===== config.mk =====
export PLATFORM = sky130hd
export DESIGN_NAME = pcm_dev_flat
export DESIGN_NICKNAME = d
export VERILOG_FILES = /design/src/pcm_pkg.sv /design/src/pcm_if.sv /design/src/pcm_fifo.sv /design/src/pcm_dev.sv /design/src/flat_wrapper.sv
export VERILOG_INCLUDE_DIRS = /design/src
export SDC_FILE = /design/constraint.sdc
export NUM_CORES = 1
export LEC_CHECK = 0
export BUFFER_PORTS_ARGS = -buffer_cell sky130_fd_sc_hd__buf_4
export CAP_MARGIN = 5
export CORE_MARGIN = 5
export CORE_UTILIZATION = 34
export CTS_CLUSTER_DIAMETER = 150
export DETAILED_ROUTE_END_ITERATION = 16
export GPL_TIMING_DRIVEN = 0
export SLEW_MARGIN = 15
export SYNTH_ARGS = -nofsm -noshare
export SYNTH_HDL_FRONTEND = slang
export SYNTH_SLANG_ARGS = --single-unit

===== constraint.sdc =====
create_clock -name ref_clk -period 2.7 [get_ports ref_clk]
set_input_delay 0.54 -clock ref_clk [delete_from_list [all_inputs] [get_ports ref_clk]]
set_output_delay 0.54 -clock ref_clk [all_outputs]
set_load 0.03 [all_outputs]

===== src/pcm_map.svh =====
// Constants of the serial PCM port: word layout, slot positions and timing counts.
// Included by the package; holds definitions only.
`ifndef PCM_MAP_SVH
`define PCM_MAP_SVH
`define PCM_WORD_W 8
`define PCM_FIFO_DEPTH 16
`define PCM_FIFO_AW 4
// Falling edge (counted from the sync edge) that samples the sign bit
`define PCM_START_LONG 5'h00
`define PCM_START_SHORT 5'h01
`define PCM_START_B1 5'h01
`define PCM_START_B2 5'h0b
`define PCM_LAST_OFS 5'h07
// Code sent when the transmit FIFO has no sample
`define PCM_IDLE_CODE 8'hff
// Times in ns; half periods derived in cycles of ref_clk, frame length in bit periods
`define PCM_CLK_NS 10
`define PCM_FRAME_NS 125000
`define PCM_BCLK_NS 500
`define PCM_MCLK_NS 480
`define PCM_BCLK_HALF (`PCM_BCLK_NS / (2 * `PCM_CLK_NS))
`define PCM_MCLK_HALF (`PCM_MCLK_NS / (2 * `PCM_CLK_NS))
`define PCM_FRAME_BITS (`PCM_FRAME_NS / `PCM_BCLK_NS)
`define PCM_LONG_FS_BITS 8
`endif


===== src/pcm_pkg.sv =====
// Types shared by both ends of the serial PCM port.
// Assumes pcm_map.svh is on the include path.
`include "pcm_map.svh"
package pcm_pkg;
	typedef enum logic [1:0] {MODE_LONG, MODE_SHORT, MODE_LINK} pcm_mode_e;
	typedef enum logic {SLOT_FIRST, SLOT_SECOND} pcm_slot_e;
	typedef enum logic [1:0] {TX_IDLE, TX_RUN, TX_HOLD} pcm_tx_e;
	typedef logic [`PCM_WORD_W-1:0] pcm_word_t;

	// Falling edge after the sync edge that carries the sign bit
	function automatic logic [4:0] pcm_start(input pcm_mode_e m, input pcm_slot_e s);
		if (m == MODE_LONG) begin
			return `PCM_START_LONG;
		end else if (m == MODE_SHORT) begin
			return `PCM_START_SHORT;
		end else begin
			return (s == SLOT_SECOND) ? `PCM_START_B2 : `PCM_START_B1;
		end
	endfunction : pcm_start
endpackage : pcm_pkg


===== src/pcm_if.sv =====
// Pins between the codec end and the highway controller end.
// Shared transmit lines idle high when nobody drives them.
`timescale 1ns/10ps
interface pcm_if;
	logic master_clock;
	logic tx_bit_clock;
	logic rx_bit_clock;
	logic tx_frame_sync;
	logic rx_frame_sync;
	logic rx_serial_data;
	logic tx_data_o;
	logic tx_data_oe;
	logic tx_serial_data;
	logic link_clock;
	logic link_sync;
	logic link_rx_data;
	logic link_tx_o;
	logic link_tx_oe;
	logic link_tx_data;

	// Resolved line levels
	assign tx_serial_data = tx_data_oe ? tx_data_o : 1'b1;
	assign link_tx_data = link_tx_oe ? link_tx_o : 1'b1;

	modport dev (
		input master_clock, tx_bit_clock, rx_bit_clock, tx_frame_sync, rx_frame_sync, rx_serial_data,
		input link_clock, link_sync, link_rx_data,
		output tx_data_o, tx_data_oe, link_tx_o, link_tx_oe
	);
	modport host (
		output master_clock, tx_bit_clock, rx_bit_clock, tx_frame_sync, rx_frame_sync, rx_serial_data,
		output link_clock, link_sync, link_rx_data,
		input tx_serial_data, link_tx_data
	);
endinterface : pcm_if


===== src/pcm_fifo.sv =====
// Synchronous FIFO with valid/ready on both sides and registered flags.
// Assumes one clock; ce freezes it.
`timescale 1ns/10ps
module pcm_fifo #(
	parameter int W = `PCM_WORD_W,
	parameter int DEPTH = `PCM_FIFO_DEPTH,
	parameter int AW = `PCM_FIFO_AW
) (
	input wire logic ref_clk, // Clock
	input wire logic rst, // Asynchronous reset, high
	input wire logic ce, // Clock enable
	input wire logic [W-1:0] in_data, // Write word
	input wire logic in_valid, // Write request
	output logic in_ready, // Room for a word
	output logic [W-1:0] out_data, // Head word
	output logic out_valid, // Head word present
	input wire logic out_ready // Head word taken
);
	logic [W-1:0] mem [DEPTH];
	logic [AW-1:0] wp_r;
	logic [AW-1:0] rp_r;
	logic [AW:0] cnt_r;
	logic [AW:0] cnt_nxt;
	logic push;
	logic pop;

	// Handshakes and next fill level
	assign push = in_valid && in_ready;
	assign pop = out_valid && out_ready;
	assign out_data = mem[rp_r];
	always_comb begin
		cnt_nxt = cnt_r;
		if (push && !pop) begin
			cnt_nxt = cnt_r + 1'b1;
		end else if (pop && !push) begin
			cnt_nxt = cnt_r - 1'b1;
		end
	end

	// Storage
	always_ff @(posedge ref_clk) begin
		if (ce && push) begin
			mem[wp_r] <= in_data;
		end
	end

	// Pointers and flags
	always_ff @(posedge ref_clk or posedge rst) begin
		if (rst) begin
			wp_r <= '0;
			rp_r <= '0;
			cnt_r <= '0;
			in_ready <= 1'b0;
			out_valid <= 1'b0;
		end else if (ce) begin
			if (push) begin
				wp_r <= wp_r + 1'b1;
			end
			if (pop) begin
				rp_r <= rp_r + 1'b1;
			end
			cnt_r <= cnt_nxt;
			in_ready <= (cnt_nxt != DEPTH[AW:0]);
			out_valid <= (cnt_nxt != '0);
		end
	end
endmodule : pcm_fifo


===== src/pcm_dev.sv =====
// Codec end of the serial PCM port: long frame, short frame and link framing.
// Assumes the far end makes all bit clocks and syncs; they are sampled on ref_clk.
`timescale 1ns/10ps
module pcm_dev (
	input wire logic ref_clk, // 100 MHz clock
	input wire logic rst, // Asynchronous reset, high
	input wire logic ce, // Clock enable
	input wire pcm_pkg::pcm_mode_e mode, // Framing mode
	input wire pcm_pkg::pcm_slot_e slot, // Bearer slot in link mode
	input wire logic [`PCM_WORD_W-1:0] wr_data, // Sample to send
	input wire logic wr_valid, // Sample offered
	output logic wr_ready, // FIFO has room
	output logic [`PCM_WORD_W-1:0] rd_data, // Received sample
	output logic rd_valid, // Received sample pulse
	pcm_if.dev lnk // Serial pins
);
	logic link_m;
	logic [4:0] raw;
	logic [4:0] s1_r;
	logic [4:0] s2_r;
	logic [1:0] s3_r;
	logic t_fs_d_r;
	logic t_clk;
	logic t_fs;
	logic r_clk;
	logic r_fs;
	logic r_dat;
	logic t_rise;
	logic t_fall;
	logic r_fall;
	logic [4:0] start;
	logic [4:0] last;
	logic [`PCM_WORD_W-1:0] f_data;
	logic f_valid;
	logic f_take;
	logic r_act_r;
	logic r_arm_r;
	logic [4:0] r_cnt_r;
	logic [4:0] r_idx;
	logic [`PCM_WORD_W-1:0] r_sh_r;
	pcm_pkg::pcm_tx_e t_st_r;
	logic t_arm_r;
	logic [4:0] t_cnt_r;
	logic [4:0] t_k;
	logic [`PCM_WORD_W-1:0] t_word_r;
	logic t_load;
	logic t_long_go;
	logic t_oe_r;
	logic t_out_r;

	// Pin selection per framing; link mode uses one clock and sync both ways
	assign link_m = (mode == pcm_pkg::MODE_LINK);
	assign raw[0] = link_m ? lnk.link_clock : lnk.tx_bit_clock;
	assign raw[1] = link_m ? lnk.link_sync : lnk.tx_frame_sync;
	assign raw[2] = link_m ? lnk.link_clock : lnk.rx_bit_clock;
	assign raw[3] = link_m ? lnk.link_sync : lnk.rx_frame_sync;
	assign raw[4] = link_m ? lnk.link_rx_data : lnk.rx_serial_data;

	// Two-stage synchroniser, third stage only for edge finding
	always_ff @(posedge ref_clk or posedge rst) begin
		if (rst) begin
			s1_r <= '0;
			s2_r <= '0;
			s3_r <= '0;
			t_fs_d_r <= 1'b0;
		end else if (ce) begin
			s1_r <= raw;
			s2_r <= s1_r;
			s3_r <= {s2_r[2], s2_r[0]};
			t_fs_d_r <= s2_r[1];
		end
	end

	// Edges of the sampled clocks
	assign t_clk = s2_r[0];
	assign t_fs = s2_r[1];
	assign r_clk = s2_r[2];
	assign r_fs = s2_r[3];
	assign r_dat = s2_r[4];
	assign t_rise = t_clk && !s3_r[0];
	assign t_fall = !t_clk && s3_r[0];
	assign r_fall = !r_clk && s3_r[1];
	assign start = pcm_pkg::pcm_start(mode, slot);
	assign last = start + `PCM_LAST_OFS;

	// Transmit sample buffer
	pcm_fifo #(.W(`PCM_WORD_W), .DEPTH(`PCM_FIFO_DEPTH), .AW(`PCM_FIFO_AW)) u_fifo (
		.ref_clk(ref_clk),
		.rst(rst),
		.ce(ce),
		.in_data(wr_data),
		.in_valid(wr_valid),
		.in_ready(wr_ready),
		.out_data(f_data),
		.out_valid(f_valid),
		.out_ready(f_take)
	);

	// Receive bit index: sync fall is 0, later falls count up
	assign r_idx = r_act_r ? r_cnt_r + 5'h01 : 5'h00;

	// Receive framing and shift register
	always_ff @(posedge ref_clk or posedge rst) begin
		if (rst) begin
			r_act_r <= 1'b0;
			r_arm_r <= 1'b0;
			r_cnt_r <= '0;
			r_sh_r <= '0;
			rd_data <= '0;
			rd_valid <= 1'b0;
		end else if (ce) begin
			rd_valid <= 1'b0;
			// Arm on any low sync so the first frame after reset is taken
			if (!r_fs) begin
				r_arm_r <= 1'b1;
			end
			if (r_fall && (r_act_r || (r_fs && r_arm_r))) begin
				if (!r_act_r) begin
					r_arm_r <= 1'b0;
				end
				if (r_idx >= start && r_idx <= last) begin
					r_sh_r <= {r_sh_r[`PCM_WORD_W-2:0], r_dat};
				end
				if (r_idx == last) begin
					r_act_r <= 1'b0;
					rd_data <= {r_sh_r[`PCM_WORD_W-2:0], r_dat};
					rd_valid <= 1'b1;
				end else begin
					r_act_r <= 1'b1;
					r_cnt_r <= r_idx;
				end
			end
		end
	end

	// Frame start: long frame launches at later of sync rise and clock rise
	assign t_long_go = (t_rise && t_fs) || (t_fs && !t_fs_d_r && t_clk);
	assign t_load = (t_st_r == pcm_pkg::TX_IDLE) && t_arm_r &&
		((mode == pcm_pkg::MODE_LONG) ? t_long_go : (t_fall && t_fs));
	assign f_take = ce && t_load;
	assign t_k = t_cnt_r + 5'h01 - start;

	// Transmit sequencer
	always_ff @(posedge ref_clk or posedge rst) begin
		if (rst) begin
			t_st_r <= pcm_pkg::TX_IDLE;
			t_arm_r <= 1'b0;
			t_cnt_r <= '0;
			t_word_r <= '0;
			t_oe_r <= 1'b0;
			t_out_r <= 1'b1;
		end else if (ce) begin
			if (!t_fs) begin
				t_arm_r <= 1'b1;
			end
			unique case (t_st_r)
				pcm_pkg::TX_IDLE: begin
					if (t_load) begin
						t_arm_r <= 1'b0;
						t_word_r <= f_valid ? f_data : `PCM_IDLE_CODE;
						t_st_r <= pcm_pkg::TX_RUN;
						if (mode == pcm_pkg::MODE_LONG) begin
							t_cnt_r <= 5'h1f;
							t_out_r <= f_valid ? f_data[`PCM_WORD_W-1] : 1'b1;
							t_oe_r <= 1'b1;
						end else begin
							t_cnt_r <= 5'h00;
						end
					end
				end
				pcm_pkg::TX_RUN: begin
					if (t_rise && t_k <= `PCM_LAST_OFS) begin
						t_out_r <= t_word_r[3'(`PCM_LAST_OFS - t_k)];
						t_oe_r <= 1'b1;
					end
					if (t_fall) begin
						t_cnt_r <= t_cnt_r + 5'h01;
						if (t_cnt_r + 5'h01 == last) begin
							if (mode == pcm_pkg::MODE_LONG && t_fs) begin
								t_st_r <= pcm_pkg::TX_HOLD;
							end else begin
								t_oe_r <= 1'b0;
								t_st_r <= pcm_pkg::TX_IDLE;
							end
						end
					end
				end
				pcm_pkg::TX_HOLD: begin
					if (!t_fs) begin
						t_oe_r <= 1'b0;
						t_st_r <= pcm_pkg::TX_IDLE;
					end
				end
				default: begin
					t_st_r <= pcm_pkg::TX_IDLE;
				end
			endcase
		end
	end

	// Pin drivers; only the pin of the current framing is enabled
	always_ff @(posedge ref_clk or posedge rst) begin
		if (rst) begin
			lnk.tx_data_o <= 1'b1;
			lnk.tx_data_oe <= 1'b0;
			lnk.link_tx_o <= 1'b1;
			lnk.link_tx_oe <= 1'b0;
		end else if (ce) begin
			lnk.tx_data_o <= t_out_r;
			lnk.tx_data_oe <= t_oe_r && !link_m;
			lnk.link_tx_o <= t_out_r;
			lnk.link_tx_oe <= t_oe_r && link_m;
		end
	end
endmodule : pcm_dev


===== src/flat_wrapper.sv =====
// flat-port wrapper written by rule: the top's interface ports become plain ports
module pcm_dev_flat 
  (ref_clk, rst, ce, mode, slot, wr_data, wr_valid, wr_ready, rd_data, rd_valid, lnk_master_clock, lnk_tx_bit_clock, lnk_rx_bit_clock, lnk_tx_frame_sync, lnk_rx_frame_sync, lnk_rx_serial_data, lnk_link_clock, lnk_link_sync, lnk_link_rx_data, lnk_tx_data_o, lnk_tx_data_oe, lnk_link_tx_o, lnk_link_tx_oe);
  pcm_if lnk_i ();
  input wire logic ref_clk;
  input wire logic rst;
  input wire logic ce;
  input wire pcm_pkg::pcm_mode_e mode;
  input wire pcm_pkg::pcm_slot_e slot;
  input wire logic [`PCM_WORD_W-1:0] wr_data;
  input wire logic wr_valid;
  output logic wr_ready;
  output logic [`PCM_WORD_W-1:0] rd_data;
  output logic rd_valid;
  input wire logic [$bits(lnk_i.master_clock)-1:0] lnk_master_clock;
  input wire logic [$bits(lnk_i.tx_bit_clock)-1:0] lnk_tx_bit_clock;
  input wire logic [$bits(lnk_i.rx_bit_clock)-1:0] lnk_rx_bit_clock;
  input wire logic [$bits(lnk_i.tx_frame_sync)-1:0] lnk_tx_frame_sync;
  input wire logic [$bits(lnk_i.rx_frame_sync)-1:0] lnk_rx_frame_sync;
  input wire logic [$bits(lnk_i.rx_serial_data)-1:0] lnk_rx_serial_data;
  input wire logic [$bits(lnk_i.link_clock)-1:0] lnk_link_clock;
  input wire logic [$bits(lnk_i.link_sync)-1:0] lnk_link_sync;
  input wire logic [$bits(lnk_i.link_rx_data)-1:0] lnk_link_rx_data;
  output wire logic [$bits(lnk_i.tx_data_o)-1:0] lnk_tx_data_o;
  output wire logic [$bits(lnk_i.tx_data_oe)-1:0] lnk_tx_data_oe;
  output wire logic [$bits(lnk_i.link_tx_o)-1:0] lnk_link_tx_o;
  output wire logic [$bits(lnk_i.link_tx_oe)-1:0] lnk_link_tx_oe;
  assign lnk_i.master_clock = lnk_master_clock;
  assign lnk_i.tx_bit_clock = lnk_tx_bit_clock;
  assign lnk_i.rx_bit_clock = lnk_rx_bit_clock;
  assign lnk_i.tx_frame_sync = lnk_tx_frame_sync;
  assign lnk_i.rx_frame_sync = lnk_rx_frame_sync;
  assign lnk_i.rx_serial_data = lnk_rx_serial_data;
  assign lnk_i.link_clock = lnk_link_clock;
  assign lnk_i.link_sync = lnk_link_sync;
  assign lnk_i.link_rx_data = lnk_link_rx_data;
  assign lnk_tx_data_o = lnk_i.tx_data_o;
  assign lnk_tx_data_oe = lnk_i.tx_data_oe;
  assign lnk_link_tx_o = lnk_i.link_tx_o;
  assign lnk_link_tx_oe = lnk_i.link_tx_oe;
  pcm_dev u_core (.ref_clk(ref_clk), .rst(rst), .ce(ce), .mode(mode), .slot(slot), .wr_data(wr_data), .wr_valid(wr_valid), .wr_ready(wr_ready), .rd_data(rd_data), .rd_valid(rd_valid), .lnk(lnk_i));
endmodule

==> key figures, run 1 <==
GRT
  • Largest net degree at the start of global routing: 60
  • Global-route wire length before repair: between 20000 and 30000 um
  • M1 GR Usage: between 15 and 20%
  • Total GRT Usage: between 10 and 15%
  • Gr ovfl total: 0
  • Most used routing layer: met2
  • Met3 usage: between 2 and 2.5%
  • Met2 usage: between 20% and 30%
  • Vias in the first global route: a little over 5000
  • Initial antenna violation count: 0

Place
  • HPWL Detailed: about 12000 um
  • Port Buffer Count: 36
  • Cells after DPL: about 940
  • Gp weighted congestion: 0.8346
  • Pre-CTS setup slack: -0.3929 ns

Cells and area
  • Fillcell total: about 2300
  • Most common cell after layout, fill and taps aside: edfxtp_1
  • Commonest cells after routing, fill and taps aside: edfxtp_1, dfrtp_1, mux4_2, buf_4, and2_1
  • N_diodes: 0
  • Multi-input combinational cell area: 3104 um2
  • Reg area: 5649 um2
  • Final Instance Count excl. Fillers: 969
  • Nets: 665
  • Ratio of cells with drive above 1 in the final layout: between 20% and 30%
  • Area delta synth->final: 16.36%

Floorplan
  • Die area: between 20000 and 30000 um2
  • Std cell rows: a little under 60
  • Initial Utilization: ~34%
  • Core area: around 26000 um2
  • Die X: approximately 170 um
  • Die Y: 171.3 um
  • Io pins: 38

Timing
  • Minimum clock period: about 2.6 ns
  • Fin. Hold Viols: 0
  • Final setup viols: 0
  • Fin Hold WS: around 0.021 ns
  • Final slew viol count: 0
  • Worst-margin pin slew: roughly 0.73 ns
  • Final WS setup: roughly 0.11 ns
  • Worst Skew: 0.02394 ns
  • Worst rel slew slack: just over 50%
  • RSZ-0062 raised after global routing: false
  • Max Clk Rate: just under 0.4 GHz
  • TNS Setup: 0 ns
  • Fin crit share: a little over nine tenths

Power
  • Clock share of power: 29.0%
  • Leak: about 3.7 nW
  • Logic gate share of total power: roughly 30%
  • Max VDD drop: 0.6245 mV
  • Sw frac: between 30% and 40%
  • Net Sw Power: about 3.3 mW
  • Pwr Total: between 9 and 10 mW
  • PwrDens: 945.8 nW/um2
  • Sequential Power Share: ~41%
  • Cell internal pwr: 6.474 mW

Drt
  • Drt drc: 0
  • Total number of vias: 5000
  • Antenna-violating nets left: 0
  • Number of DRC markers in iteration 0: between 400 and 500
  • WL final: approximately 17000 um
  • WL per Instance: 17.81 um
  • DRT Pass-1 Iters: 4
  • Via density: 5.160

Clock network
  • Clock Latency Late Sink: 0.44 ns
  • CTS max path bufs: 2
  • # clock sinks: 200
  • CTS tree: done
  • Post-CTS setup buffers: 0
  • Num CTS Buffers: 17
  • CTS clk-pin slew, worst paths: ~0.09 ns
  • Htree depth: 4
  • CTS root buf: clkbuf_16

Job
  • Max-Cap Viols: 0

Critical path
  • Crit path kind: flop to flop
  • CP Max Fanout: 7
  • WP data required: between 3 and 4 ns
  • Crit. End Element: flop
  • Reg2Reg Depth: 7
  • Crit path from: u_core.t_cnt_r[0]$_DFFE_PP0P_
  • Crit path DAT: between 2 and 3 ns
  • Reg2reg setup slack: ~0.11 ns
  • Crit path to: u_core.t_out_r$_DFFE_PP1P_
  • Worst setup SP type: flop
  • Reg-to-reg startpoint: u_core.t_cnt_r[0]$_DFFE_PP0P_
  • R2R Path End: u_core.t_out_r$_DFFE_PP1P_

Synth
  • Area leader, netlist: edfxtp_1
  • Unique masters post-synth: 63
  • YS warnings: 0
  • Post-synth EDFFs: roughly 130
  • Synth Cell Area: between 8000 and 9000 um2
  • #FFs+latches synth: 200
  • Post-synth ARST share: around 36%
  • Sequential area share after synthesis: between 60 and 70%
  • Share of Yosys cell area claimed by the top area cell type: 43.46%
  • Synth top area cells: edfxtp_1, dfrtp_1, mux4_2
  • Mean Syn Cell Area: 15.62 um2
  • Synthesized netlist cell count: between 500 and 600
  • Main synth FF type: edfxtp_1
  • Synth Net Count: between 600 and 700

Run status
  • Status: complete, no violations

Hold path
  • Hold/Removal Path Class: input port to async pin
metal layers:
metal	vias up	part of all wire [%]	wire length, um
met2	89	53	9071
met4	0	0.75	129
met5	-	0	0
met1	2606	43	7453
li1	2295	-	-
met3	10	3.5	599
power by group through the flow:
| stage | sequential [mW] | clock, mW | combinational (mW) |
|---|---|---|---|
| finish | 4.03 | 2.83 | 2.87 |
| global route | 4.10 | 2.99 | 3.17 |
| CTS | 4.04 | 2.89 | 2.86 |
| detailed placement | 4.09 | 0 | 2.80 |
| global placement | 4.07 | 0 | 2.73 |
| floorplan | 4.05 | 0 | 2.07 |
layout make-up:
cell class	instances	share of cell area, %
Sequential cell	200	54.90
Tap cell	335	4.073
Clock inverter	15	2.456
Timing Repair Buffer	37	2.894
Multi-Input combinational cell	331	30.17
Clock buffer	17	4.134
Inverter	14	0.5350
Buffer	20	0.8390
critical path, cell delays in order, from the launching register on:
cell      delay (ns)
dfrtp_2         0.46
ha_4            0.28
ha_1            0.27
a211o_1         0.33
nor3_1          0.21
a311oi_2        0.10
or4_1           0.53
a311o_1         0.33
through the flow:
stage	instance area, um2	util, %
after floorplan	8845	-
after global placement	9534	36.90
after detailed placement	9564	37.02
after CTS	10260	39.71
after global routing	10290	39.83
final	10290	39.83
how the worst min path moves through the flow:
stage	startpoint	to	cells past startpoint
6_report	rst	u_core.r_sh_r[6]$_DFFE_PP0P_	2
5_1_grt	rst	u_core.rd_data[7]$_DFFE_PP0P_	2
4_1_cts	rst	u_core.rd_data[7]$_DFFE_PP0P_	2
3_5_place_dp	u_core.s2_r[3]$_DFFE_PP0P_	u_core.r_arm_r$_DFFE_PP0P_	1
3_3_place_gp	u_core.r_sh_r[6]$_DFFE_PP0P_	u_core.rd_data[7]$_DFFE_PP0P_	1
2_1_floorplan	u_core.s2_r[3]$_DFFE_PP0P_	u_core.r_arm_r$_DFFE_PP0P_	1
cell usage after synthesis, drive strengths merged, types with 5 or more instances:
library cell	n
nand3	11
inv	14
o21ai	22
nand2	27
edfxtp	128
xnor2	15
mux2	31
o22a	7
a21oi	15
clkbuf	15
nand4	5
xor2	7
dfrtp	70
and2	29
nand2b	10
buf	6
a22o	5
a31oi	6
mux4	41
ha	19
nor2	20
sequential cells by signal (all words and copies together), names as in the netlist, 2 cells and up:
name	cells
u_core.s1_r	5
u_core.t_st_r	2
u_core.u_fifo.rp_r	4
u_core.s3_r	2
u_core.r_cnt_r	5
u_core.u_fifo.cnt_r	5
u_core.t_cnt_r	5
u_core.u_fifo.wp_r	4
u_core.u_fifo.mem	128
u_core.r_sh_r	7
u_core.s2_r	5
u_core.rd_data	8
u_core.t_word_r	8
timing repair:
action	in CTS	in global routing
setup endpoints to repair	1	18
endpoints found under the hold margin	0	0
hold buffers	0	0
pin swaps	0	2
resized for setup	3	12
cell families after synthesis:
family / Yosys count / share of synthesized area (%)
flops: 200 / 63.87
simple gates: 134 / 8.376
compound gates: 80 / 6.155
mux: 75 / 14.73
buf+inv: 35 / 1.570
xor+xnor: 22 / 2.391
fa+ha+maj: 20 / 2.915
Power figures use the tool's default switching activity.
==> run 2: changes to the inputs <==
--- a/config.mk
+++ b/config.mk
@@ -6,6 +6,7 @@
 export SDC_FILE = /design/constraint.sdc
 export NUM_CORES = 1
 export LEC_CHECK = 0
+export ABC_CLOCK_PERIOD_IN_PS = 2300
 export BUFFER_PORTS_ARGS = -buffer_cell sky130_fd_sc_hd__buf_4
 export CAP_MARGIN = 5
 export CORE_MARGIN = 5
==> constraint.sdc (replaced) <==
create_clock -name ref_clk -period 2.3 [get_ports ref_clk]
set_input_delay 0.46 -clock ref_clk [delete_from_list [all_inputs] [get_ports ref_clk]]
set_output_delay 0.46 -clock ref_clk [all_outputs]
set_load 0.03 [all_outputs]
==> key figures, run 2 (same netlist as run 1, synthesis figures left out) <==
Place
  • Area post-placement: between 9000 and 10000 um2
  • Pre-CTS setup slack: -0.5504 ns
  • Gp weighted congestion: 0.8254
  • HPWL Detailed: 12630 um
  • Cells after DPL: around 940
  • Port Buffer Count: 36

Drt
  • Total number of vias: around 5000
  • Number of DRC markers in iteration 0: about 380
  • Antenna-violating nets left: 0
  • DRT Pass-1 Iters: 4
  • Via density: roughly 5
  • WL final: between 15000 and 20000 um
  • Drt drc: 0
  • WL per Instance: roughly 19 um

GRT
  • Global-route wire length before repair: about 30000 um
  • Initial antenna violation count: 0
  • Total GRT Usage: a little over an eighth
  • Largest net degree at the start of global routing: 53
  • Gr ovfl total: 0
  • Vias in the first global route: roughly 5400

Timing
  • Final setup viols: 12
  • Final slew viol count: 0
  • Fin crit share: 108.7%
  • Worst Skew: roughly 0.022 ns
  • Worst rel slew slack: between 40% and 50%
  • Worst-margin pin slew: roughly 0.77 ns
  • Fin. Hold Viols: 0
  • Minimum clock period: between 2 and 2.5 ns
  • RSZ-0062 raised after global routing: true
  • Fin Hold WS: between 0.2 and 0.3 ns
  • Final WS setup: -0.1999 ns
  • TNS Setup: -0.8758 ns
  • Max Clk Rate: 0.4000 GHz

Critical path
  • Crit path kind: flop to flop
  • Reg-to-reg startpoint: u_core.t_cnt_r[1]$_DFFE_PP0P_
  • Crit. End Element: flop
  • CP Max Fanout: 3
  • CP max stage delay: around 0.54 ns
  • Reg2Reg Depth: 7
  • Reg2reg setup slack: -0.20 ns
  • WP data required: 2.66 ns
  • Worst setup SP type: flop
  • Crit path DAT: around 2.9 ns
  • R2R Path End: u_core.t_out_r$_DFFE_PP1P_
  • Crit path from: u_core.t_cnt_r[1]$_DFFE_PP0P_
  • Slowest cell on the critical path: or4_1
  • Worst path cell trace: ha_4 > fa_2 > nor2_4 > xor2_2 > a311oi_2 > or4_1 > a311o_1

Cells and area
  • Multi-input combinational cell area: ~3300 um2
  • Area delta synth->final: 19.77%
  • Nets: 674
  • Max reg flops: 128
  • Core Util, Final: 40.99%
  • Final Instance Count excl. Fillers: ~980
  • Design area: 10590 um2
  • Fillcell total: ~2400
  • Biggest regs: u_core.u_fifo.mem (128), u_core.rd_data (8), u_core.t_word_r (8)
  • Reg area: approximately 5700 um2
  • Most common cell after layout, fill and taps aside: edfxtp_1
  • Largest reg by FF count: u_core.u_fifo.mem
  • N_diodes: 0
  • Ratio of cells with drive above 1 in the final layout: 32.19%
  • Commonest cells after routing, fill and taps aside: edfxtp_1, dfrtp_1, buf_4, mux4_2, nand2_1

Power
  • Pwr Total: about 12 mW
  • Leak: just under 4 nW
  • PwrDens: 1126 nW/um2
  • Max VDD drop: 0.6930 mV

Run status
  • Failing checks: setup timing
  • Status: finished with violations

Floorplan
  • Core area: 25840 um2
  • Die area: approximately 29000 um2
  • Die Y: ~170 um
  • Std cell rows: between 50 and 60
  • Die X: 171.3 um
  • Io pins: 38
  • Initial Utilization: 34.23%

Job
  • Max-Cap Viols: 0

Clock network
  • CTS max path bufs: 2
  • # clock sinks: 200
  • Num CTS Buffers: 17
  • CTS clk-pin slew, worst paths: 0.09 ns
  • CTS root buf: clkbuf_16
  • CTS tree: done
  • Clock Latency Late Sink: 0.45 ns
  • Htree depth: 4

Hold path
  • Hold Path End: u_core.s1_r[4]$_DFFE_PP0P_
  • Hold depth: 3
  • Hold path start: lnk_rx_serial_data
  • Hold/Removal Path Class: input port to flop
## run 2: cell count changes in the layout (fill, tap and decap cells not counted), moves of 5 or more
cell      before  now
and2_1        29   21
clkbuf_1      11    6
mux2_1        15    2
buf_4         37   49
and2_2         0    5
mux2_4         0   15
## run 2: area by class of cell
cell class / instances / share of cell area (%)
Inverter: 14 / 0.5198
Multi-Input combinational cell: 332 / 31.26
Tap cell: 335 / 3.957
Clock inverter: 15 / 2.233
Buffer: 16 / 0.9805
Sequential cell: 200 / 53.35
Clock buffer: 17 / 4.017
Timing Repair Buffer: 49 / 3.686
## run 2: per-layer routing
layer / GRT usage [%] / vias up / part of all wire, % / wire length (um)
li1: - / 2315 / - / -
met1: 17.12 / 2603 / 44 / 8223
met2: 23.09 / 67 / 52 / 9695
met3: 2.597 / 16 / 2.8 / 516
met4: 2.584 / 0 / 0.77 / 143
met5: 0 / - / 0 / 0
## run 2: repair_timing
| item | in CTS | in global routing |
|---|---|---|
| hold buffers | 1 | 0 |
| buffers inserted | 7 | 4 |
| endpoints found under the setup margin | 30 | 68 |
| gates cloned | 1 | 0 |
| hold endpoints to repair | 20 | 0 |
| pin swaps | 7 | 6 |
| gates resized for setup | 30 | 22 |
## run 2: worst max-delay path by stage
| stage | to | slack (ns) | cells past startpoint |
|---|---|---|---|
| 3_5_place_dp | u_core.t_out_r$_DFFE_PP1P_ | -0.55 | 11 |
| 2_1_floorplan | u_core.t_out_r$_DFFE_PP1P_ | -0.22 | 10 |
| 3_3_place_gp | u_core.u_fifo.wp_r[1]$_DFFE_PP0P_ | -0.82 | 2 |
| 6_report | u_core.t_out_r$_DFFE_PP1P_ | -0.20 | 7 |
| 5_1_grt | u_core.t_out_r$_DFFE_PP1P_ | -0.28 | 7 |
| 4_1_cts | u_core.t_out_r$_DFFE_PP1P_ | -0.17 | 9 |
## run 2: worst max-delay path: cells and delay by family (launching register included)
kind                       cells  cell delay, ns
AOI/OAI and AO/OA              2            0.43
xor gates and xnor gates       1            0.21
adders and majority gates      2            0.69
DFF                            1            0.42
and+or+nand+nor                2            0.66
## run 2: power by group
group	switching (mW)	leakage, nW	internal [mW]
clock	1.74	0.322	1.59
combinational	1.82	1.53	1.97
sequential	0.467	2.04	4.33
total	4.03	3.89	7.90
